<file path="config.mk">
export PLATFORM = sky130hd
export DESIGN_NAME = mwsf_top
export DESIGN_NICKNAME = d
export VERILOG_FILES = /design/src/design/mwsf_pkg.sv /design/src/design/mwsf_sync_if.sv /design/src/design/mwsf_sync2.sv /design/src/design/mwsf_top.sv
export SDC_FILE = /design/constraint.sdc
export NUM_CORES = 1
export LEC_CHECK = 0
export ABC_CLOCK_PERIOD_IN_PS = 2450
export BUFFER_PORTS_ARGS = -buffer_cell sky130_fd_sc_hd__buf_2
export CAP_MARGIN = 20
export CORE_ASPECT_RATIO = 2
export CORE_MARGIN = 1
export CORE_UTILIZATION = 49
export CTS_BUF_LIST = sky130_fd_sc_hd__clkbuf_8 sky130_fd_sc_hd__clkbuf_16
export CTS_CLUSTER_DIAMETER = 100
export DETAILED_ROUTE_END_ITERATION = 8
export GPL_ROUTABILITY_DRIVEN = 0
export PLACE_DENSITY = 0.88
export SYNTH_ARGS = -nofsm -noshare
export SYNTH_HDL_FRONTEND = slang
export SYNTH_HIERARCHICAL = 1
export SYNTH_SLANG_ARGS = --single-unit
</file>
<file path="constraint.sdc">
create_clock -name aclk -period 2.45 [get_ports aclk]
set_input_delay 0.3675 -clock aclk [delete_from_list [all_inputs] [get_ports aclk]]
set_output_delay 0.3675 -clock aclk [all_outputs]
set_load 0.005 [all_outputs]
</file>
<file path="src/design/mwsf_pkg.sv">
// Purpose: shared constants for the meter warning status flags block
// Assumes: axi4-lite slave, 32-bit data, aligned word registers
// Notes: offsets and bit positions named here only
package mwsf_pkg;
    // register byte offsets
    localparam logic [7:0] OFS_STATUS = 8'h00;
    localparam logic [7:0] OFS_RAW = 8'h04;
    localparam logic [7:0] OFS_IRQ_STATUS = 8'h08;
    localparam logic [7:0] OFS_IRQ_CLEAR = 8'h0c;
    localparam logic [7:0] OFS_IRQ_ENABLE = 8'h10;
    localparam logic [7:0] OFS_CHECKSUM_REF = 8'h14;
    localparam int ADDR_W = 8;
    // status word bit positions
    localparam int BIT_G2_CS = 10;
    localparam int BIT_G3_CS = 8;
    localparam int BIT_VSEQ = 7;
    localparam int BIT_ISEQ = 6;
    localparam int BIT_DIP = 3;
    localparam int BIT_PLOSS = 2;
    localparam logic [15:0] STATUS_RESET = 16'h0000;
    localparam logic [15:0] STATUS_MASK = 16'h05cc;
    localparam logic [1:0] RESP_OKAY = 2'b00;
    localparam logic [1:0] RESP_SLVERR = 2'b10;
    localparam logic [15:0] CS_REF_RESET = 16'h0000;
    localparam logic [31:0] ZERO32 = 32'h0000_0000;
    // one-hot bus states
    typedef enum logic [1:0] {
        WR_IDLE = 2'b01,
        WR_RESP = 2'b10
    } mwsf_wr_state_t;
endpackage : mwsf_pkg

</file>
<file path="src/design/mwsf_sync_if.sv">
// Purpose: carrier for synchronised detector levels
// Assumes: single clock
// Notes: level driven by the synchroniser, read by the top; raw driven by the top, read by the synchroniser
`timescale 1ns/1ps
interface mwsf_sync_if;
    logic [5:0] raw;
    logic [5:0] level;
    modport sync (input raw, output level);
    modport user (output raw, input level);
endinterface : mwsf_sync_if

</file>
<file path="src/design/mwsf_sync2.sv">
// Purpose: two-flop synchroniser for detector inputs
// Assumes: inputs are asynchronous levels
// Notes: first stage is read only by the second
`timescale 1ns/1ps
module mwsf_sync2 (
    // clock and reset
    input wire logic aclk,
    input wire logic aresetn,
    // levels
    mwsf_sync_if.sync sif
);
    logic [5:0] meta;
    logic [5:0] next_meta;
    logic [5:0] next_level;
    logic [5:0] level_q;
    // next values
    always_comb begin
        next_meta = sif.raw;
        next_level = meta;
    end
    // registers
    always_ff @(posedge aclk) begin
        if (!aresetn) begin
            meta <= 6'h00;
            level_q <= 6'h00;
        end else begin
            meta <= next_meta;
            level_q <= next_level;
        end
    end
    assign sif.level = level_q;
endmodule : mwsf_sync2

</file>
<file path="src/design/mwsf_top.sv">
// Purpose: lower warning status flags with warning pin and axi4-lite access
// Assumes: detectors outside drive level inputs; checksums compared here
// Notes: flags follow their detectors; irq status is sticky
//
// The register addresses and the AXI4-Lite slave port were chosen for this implementation.
`timescale 1ns/1ps
module mwsf_top (
    // clock and reset
    input wire logic aclk,
    input wire logic aresetn,
    // axi4-lite write address
    input wire logic [mwsf_pkg::ADDR_W-1:0] s_axi_awaddr,
    input wire logic s_axi_awvalid,
    output logic s_axi_awready,
    // axi4-lite write data
    input wire logic [31:0] s_axi_wdata,
    input wire logic [3:0] s_axi_wstrb,
    input wire logic s_axi_wvalid,
    output logic s_axi_wready,
    // axi4-lite write response
    output logic [1:0] s_axi_bresp,
    output logic s_axi_bvalid,
    input wire logic s_axi_bready,
    // axi4-lite read
    input wire logic [mwsf_pkg::ADDR_W-1:0] s_axi_araddr,
    input wire logic s_axi_arvalid,
    output logic s_axi_arready,
    output logic [31:0] s_axi_rdata,
    output logic [1:0] s_axi_rresp,
    output logic s_axi_rvalid,
    input wire logic s_axi_rready,
    // checksum results from the calibration engines
    input wire logic [15:0] group2_checksum,
    input wire logic [15:0] group3_checksum,
    input wire logic [15:0] group2_checksum_calc,
    input wire logic [15:0] group3_checksum_calc,
    // detector levels, asynchronous
    input wire logic voltage_sequence_fault,
    input wire logic current_sequence_fault,
    input wire logic voltage_dip_flag,
    input wire logic phase_missing_flag,
    // pins and interrupt
    output logic warning_output_pin,
    output logic irq
);
    import mwsf_pkg::*;

    mwsf_sync_if sif ();
    logic g2_bad;
    logic g3_bad;
    logic [15:0] status;
    logic [15:0] next_status;
    logic [15:0] irq_sts;
    logic [15:0] next_irq_sts;
    logic [15:0] irq_en;
    logic [15:0] next_irq_en;
    logic [15:0] cs_ref;
    logic [15:0] next_cs_ref;
    logic [15:0] irq_clr;
    logic warn;
    logic next_warn;

    // detector inputs are async; checksum mismatch flags join them
    assign g2_bad = (group2_checksum != group2_checksum_calc);
    assign g3_bad = (group3_checksum != group3_checksum_calc);
    assign sif.raw = {g2_bad, g3_bad, voltage_sequence_fault, current_sequence_fault,
                      voltage_dip_flag, phase_missing_flag};

    mwsf_sync2 u_sync (
        .aclk(aclk),
        .aresetn(aresetn),
        .sif(sif)
    );

    // status word follows detectors; reserved bits never set
    always_comb begin
        next_status = STATUS_RESET;
        next_status[BIT_G2_CS] = sif.level[5];
        next_status[BIT_G3_CS] = sif.level[4];
        next_status[BIT_VSEQ] = sif.level[3];
        next_status[BIT_ISEQ] = sif.level[2];
        next_status[BIT_DIP] = sif.level[1];
        next_status[BIT_PLOSS] = sif.level[0];
        next_status = next_status & STATUS_MASK;
        // pin set from the same next value so it rises with the flag
        next_warn = next_status[BIT_G2_CS] | next_status[BIT_G3_CS];
    end

    // write channel: take aw and w in either order, then respond
    mwsf_wr_state_t wr_state;
    mwsf_wr_state_t next_wr_state;
    logic aw_held;
    logic next_aw_held;
    logic w_held;
    logic next_w_held;
    logic [ADDR_W-1:0] aw_addr;
    logic [ADDR_W-1:0] next_aw_addr;
    logic [31:0] w_data;
    logic [31:0] next_w_data;
    logic [3:0] w_strb;
    logic [3:0] next_w_strb;
    logic [1:0] bresp;
    logic [1:0] next_bresp;
    logic do_write;
    logic [ADDR_W-1:0] wa;
    logic [31:0] wd;
    logic [3:0] ws;
    logic [15:0] wmask;

    assign s_axi_awready = (wr_state == WR_IDLE) && !aw_held;
    assign s_axi_wready = (wr_state == WR_IDLE) && !w_held;
    assign s_axi_bvalid = (wr_state == WR_RESP);
    assign s_axi_bresp = bresp;
    // a channel beat moves when valid meets ready
    logic aw_take;
    logic w_take;
    assign aw_take = s_axi_awvalid && s_axi_awready;
    assign w_take = s_axi_wvalid && s_axi_wready;

    always_comb begin
        next_wr_state = wr_state;
        next_aw_held = aw_held;
        next_w_held = w_held;
        next_aw_addr = aw_addr;
        next_w_data = w_data;
        next_w_strb = w_strb;
        do_write = 1'b0;
        case (wr_state)
            WR_IDLE: begin
                if (aw_take) begin
                    next_aw_held = 1'b1;
                    next_aw_addr = s_axi_awaddr;
                end
                if (w_take) begin
                    next_w_held = 1'b1;
                    next_w_data = s_axi_wdata;
                    next_w_strb = s_axi_wstrb;
                end
                if (next_aw_held && next_w_held) begin
                    do_write = 1'b1;
                    next_aw_held = 1'b0;
                    next_w_held = 1'b0;
                    next_wr_state = WR_RESP;
                end
            end
            WR_RESP: begin
                if (s_axi_bready) begin
                    next_wr_state = WR_IDLE;
                end
            end
            default: begin
                next_wr_state = WR_IDLE;
            end
        endcase
    end

    // write payload as seen in the cycle it completes
    assign wa = next_aw_addr;
    assign wd = next_w_data;
    assign ws = next_w_strb;
    assign wmask = {{8{ws[1]}}, {8{ws[0]}}};

    // write address decode; read-only words take the write and ignore it
    logic wsel_en;
    logic wsel_clr;
    logic wsel_ref;
    logic wsel_ro;
    assign wsel_en = (wa == OFS_IRQ_ENABLE);
    assign wsel_clr = (wa == OFS_IRQ_CLEAR);
    assign wsel_ref = (wa == OFS_CHECKSUM_REF);
    assign wsel_ro = (wa == OFS_STATUS) || (wa == OFS_RAW) || (wa == OFS_IRQ_STATUS);

    // rising flag edges are the events; a level held high sets nothing new
    logic [15:0] status_rise;
    assign status_rise = (next_status & ~status) & STATUS_MASK;

    // register writes; hardware set beats software clear
    always_comb begin
        next_irq_en = irq_en;
        next_cs_ref = cs_ref;
        next_bresp = do_write ? RESP_OKAY : bresp;
        irq_clr = 16'h0000;
        if (do_write) begin
            if (wsel_en) begin
                next_irq_en = ((irq_en & ~wmask) | (wd[15:0] & wmask)) & STATUS_MASK;
            end else if (wsel_clr) begin
                irq_clr = wd[15:0] & wmask;
            end else if (wsel_ref) begin
                next_cs_ref = (cs_ref & ~wmask) | (wd[15:0] & wmask);
            end else if (wsel_ro) begin
                next_bresp = RESP_OKAY; // read-only, write ignored
            end else begin
                next_bresp = RESP_SLVERR;
            end
        end
        // clear goes first so an event in the same cycle still lands
        next_irq_sts = ((irq_sts & ~irq_clr) | status_rise) & STATUS_MASK;
    end

    // read channel: one-cycle answer held until rready
    logic rvalid;
    logic next_rvalid;
    logic [31:0] rdata;
    logic [31:0] next_rdata;
    logic [1:0] rresp;
    logic [1:0] next_rresp;

    assign s_axi_arready = !rvalid;
    assign s_axi_rvalid = rvalid;
    assign s_axi_rdata = rdata;
    assign s_axi_rresp = rresp;

    // read request and completion, then address decode; the rest is refused
    logic ar_take;
    logic r_done;
    logic rsel_status;
    logic rsel_raw;
    logic rsel_irq_sts;
    logic rsel_irq_en;
    logic rsel_ref;
    logic rsel_clr;
    assign ar_take = s_axi_arvalid && !rvalid;
    assign r_done = rvalid && s_axi_rready;
    assign rsel_status = (s_axi_araddr == OFS_STATUS);
    assign rsel_raw = (s_axi_araddr == OFS_RAW);
    assign rsel_irq_sts = (s_axi_araddr == OFS_IRQ_STATUS);
    assign rsel_irq_en = (s_axi_araddr == OFS_IRQ_ENABLE);
    assign rsel_ref = (s_axi_araddr == OFS_CHECKSUM_REF);
    assign rsel_clr = (s_axi_araddr == OFS_IRQ_CLEAR);

    always_comb begin
        next_rvalid = rvalid;
        next_rdata = rdata;
        next_rresp = rresp;
        if (r_done) begin
            next_rvalid = 1'b0;
        end
        if (ar_take) begin
            next_rvalid = 1'b1;
            next_rresp = RESP_OKAY;
            next_rdata = ZERO32;
            if (rsel_status) begin
                next_rdata = {16'h0000, status};
            end else if (rsel_raw) begin
                next_rdata = {26'h0000000, sif.level};
            end else if (rsel_irq_sts) begin
                next_rdata = {16'h0000, irq_sts};
            end else if (rsel_irq_en) begin
                next_rdata = {16'h0000, irq_en};
            end else if (rsel_ref) begin
                next_rdata = {16'h0000, cs_ref};
            end else if (rsel_clr) begin
                next_rdata = ZERO32; // write-only
            end else begin
                next_rresp = RESP_SLVERR;
            end
        end
    end

    // all state registers
    always_ff @(posedge aclk) begin
        if (!aresetn) begin
            status <= STATUS_RESET;
            warn <= 1'b0;
            irq_sts <= 16'h0000;
            irq_en <= 16'h0000;
            cs_ref <= CS_REF_RESET;
            wr_state <= WR_IDLE;
            aw_held <= 1'b0;
            w_held <= 1'b0;
            aw_addr <= 8'h00;
            w_data <= ZERO32;
            w_strb <= 4'h0;
            bresp <= RESP_OKAY;
            rvalid <= 1'b0;
            rdata <= ZERO32;
            rresp <= RESP_OKAY;
        end else begin
            status <= next_status;
            warn <= next_warn;
            irq_sts <= next_irq_sts;
            irq_en <= next_irq_en;
            cs_ref <= next_cs_ref;
            wr_state <= next_wr_state;
            aw_held <= next_aw_held;
            w_held <= next_w_held;
            aw_addr <= next_aw_addr;
            w_data <= next_w_data;
            w_strb <= next_w_strb;
            bresp <= next_bresp;
            rvalid <= next_rvalid;
            rdata <= next_rdata;
            rresp <= next_rresp;
        end
    end

    assign warning_output_pin = warn;
    // level interrupt while any enabled sticky bit stands
    assign irq = |(irq_sts & irq_en);
endmodule : mwsf_top

</file>
==> flow_metrics.env <==
export IMPL_drt_wl_total_um=11000
export IMPL_num_io_pins=170
export IMPL_wl_per_cell_um=15.6
export IMPL_setup_worst_path_start_class="flop"
export IMPL_synthDominantCellAreaShare_pct=43.2
export IMPL_clockPowerShare_pct=37.4
export IMPL_grt_max_degree=43
export IMPL_rsz0062_at_grt="false"
export IMPL_seq_power_share_pct=47.4
export IMPL_netlist_area_um2=4500
export IMPL_io_buffers=134
export IMPL_ys_ff_latch=97
export IMPL_cts_tree="done"
export IMPL_synth_largest_area_cell="dfxtp_1"
export IMPL_clk_latency_ps=340
export IMPL_setup_worst_path_class="flop to flop"
export IMPL_p_sw_mw=0.893
export IMPL_maxSlewHeadroom_pct=53.1
export IMPL_drt_iter0_markers=246
export IMPL_crit_family="simple AND/OR/NAND/NOR gates"
export IMPL_drtAntennaViolNets=0
export IMPL_worst_pin_slew_ps=694
export IMPL_fin_crit_sh_pct=86.2
export IMPL_worst_ep_required_time_ps=2650
export IMPL_drcViolationCount=0
export IMPL_syn_to_final_growth_pct=22.2
export IMPL_synth_area_leaders="dfxtp_1, mux2i_1, xor2_1"
export IMPL_synth_cells=468
export IMPL_synthMuxAreaShare_pct=12.5
export IMPL_cts_root_buf="clkbuf_16"
export IMPL_synth_compound_area_share_pct=10.6
export IMPL_synth_xor_area_share_pct=6.23
export IMPL_cts_setup_buffers=0
export IMPL_start_util_pct=50.2
export IMPL_grt_ovfl_total=0
export IMPL_die_y_um=137
export IMPL_hold_viol=0
export IMPL_synth_seq_area_share_pct=43.2
export IMPL_dieArea_um2=9590
export IMPL_p_int_mw=2.70
export IMPL_num_vias=3812
export IMPL_synth_fa_ha_area_share_pct=0
export IMPL_final_common_cell="buf_2"
export IMPL_comb_power_share_pct=15.2
export IMPL_worstPathCellList="nand4bb_1 -> or4_1 -> a21oi_2 -> a41oi_1"
export IMPL_post_cts_resized=0
export IMPL_cpPeakStageDelay_ps=640
export IMPL_rows=49
export IMPL_hp_class="input port to flop"
export IMPL_hold_ws_ps=230
export IMPL_synth_top_family_by_area="simple AND/OR/NAND/NOR gates"
export IMPL_core_um2=8950
export IMPL_peakVddDrop_v=0.000415
export IMPL_critPathSlowestCell="or4_1"
export IMPL_regArea_um2=1940
export IMPL_finalNonFillerCells=706
export IMPL_hold_buffers=0
export IMPL_synthFlopType="dfxtp_1"
export IMPL_fillers=737
export IMPL_grt_usage_pct=23.1
export IMPL_antenna_cells=0
export IMPL_grt_pass1_wl_um=17100
export IMPL_multi_input_area_um2=2340
export IMPL_arrival_ps=2320
export IMPL_mostFrequentLayoutCells="buf_2, dfxtp_1, nand2_1"
export IMPL_p_per_area_nw_per_um2=654
export IMPL_setup_viol=0
export IMPL_setup_tns_final_ps=0
export IMPL_skew_ps=3.62
export IMPL_antenna_found_initial=0
export IMPL_drive_above_1_share_pct=30.1
export IMPL_synth_area_per_cell_um2=9.61
export IMPL_yosysWarnings=6
export IMPL_fmax_ghz=0.473
export IMPL_swShare_pct=24.9
export IMPL_synthSimpleGateAreaFrac_pct=21.0
export IMPL_endpoint_kind="flop"
export IMPL_grt_pass1_vias=3886
export IMPL_nets=726
export IMPL_async_reset_ff_share_pct=0
export IMPL_leakage_nw=2.68
export IMPL_die_width_um=69.7
export IMPL_vias_per_cell=5.40
export IMPL_cts_clk_slew_worst_paths_ps=60
export IMPL_status="finished clean"
export IMPL_numCtsBuffers=9
export IMPL_clock_sinks=97
export IMPL_fin_crit_ps=2110
export IMPL_slew_viol_final=0
export IMPL_cap_viol_max_count=0
export IMPL_clockBufferDepth=2
export IMPL_worst_path_buf_inv=0
export IMPL_synth_edf_count=0
export IMPL_power_total_mw=3.59
export IMPL_path_max_fanout=6
export IMPL_hpwl_um=8520
export IMPL_cts_htree_levels=3
export IMPL_netlist_cell_type_count=51
export IMPL_dr_pass1_iters=4
export IMPL_place_inst=690
[metrics by stage]
stage                     instance area [um2]  setup WS (ps)  util [%]
after floorplan                          4560            557         -
after detailed placement                 5200            270      58.1
after CTS                                5500            347      61.4
final                                    5500            338      61.4
after global routing                     5500            261      61.4
after global placement                   5200            308      58.1
[cell usage after synthesis (all sizes together), types with 5 or more instances]
library cell   n
a21boi         9
a21oi         10
a221oi         5
a22oi          9
and2          29
buf           24
clkbuf        12
dfxtp         97
inv           20
mux2          15
mux2i         37
nand2         57
nand2b        15
nor2          18
nor2b         13
nor3b          5
nor4          10
o2111ai        5
o21ai          7
o2bb2ai        5
xor2          32
[final timing paths]
check	startpoint	endpoint	slack, ps	cells past startpoint
max	wr_state[1]	irq_sts[8]	340	4
min	voltage_dip_flag	u_sync/meta[1]	230	2
max reg2reg	wr_state[1]	irq_sts[8]	340	4
min reg2reg	u_sync/meta[4]	u_sync/sif.level[4]	440	1
[final cells by class]
type                       instances  area share [%]
tap                              102            2.32
clock buffer                      13            5.10
timing repair buffer             140            13.0
multi-input combinational        331            42.6
clock inverter                     3           0.250
sequential                        97            35.3
inverter                          20            1.37
[cell families (layout without fill, tap and decap cells)]
group / Yosys count / count (layout)
and+or+nand+nor: 169 / 169
DFF: 97 / 97
AOI/OAI and AO/OA: 60 / 60
buffers and inverters: 56 / 176
muxes: 53 / 53
xor gates and xnor gates: 32 / 32
other: 1 / 17
[power by group through the flow]
stage,registers (mW),logic [mW],clock network (mW)
6_report,1.70,0.547,1.34
5_1_grt,1.71,0.601,1.42
4_1_cts,1.70,0.549,1.36
3_5_place_dp,1.74,0.546,0
3_3_place_gp,1.73,0.520,0
2_1_floorplan,1.72,0.358,0
[layer usage]
| metal | global-route usage [%] | vias up | share of wire [%] |
|---|---|---|---|
| li1 | - | 1830 | - |
| met1 | 19.8 | 1778 | 33 |
| met2 | 47.0 | 168 | 57 |
| met3 | 4.61 | 36 | 5.0 |
| met4 | 14.8 | 0 | 4.8 |
| met5 | 0 | - | 0 |
[worst register-to-register path, delay by kind of cell, from the launching register on]
family / cells / cell delay, ps
flops: 1 / 370
compound gates: 2 / 500
simple gates: 2 / 1110
Power figures use the tool's default switching activity.
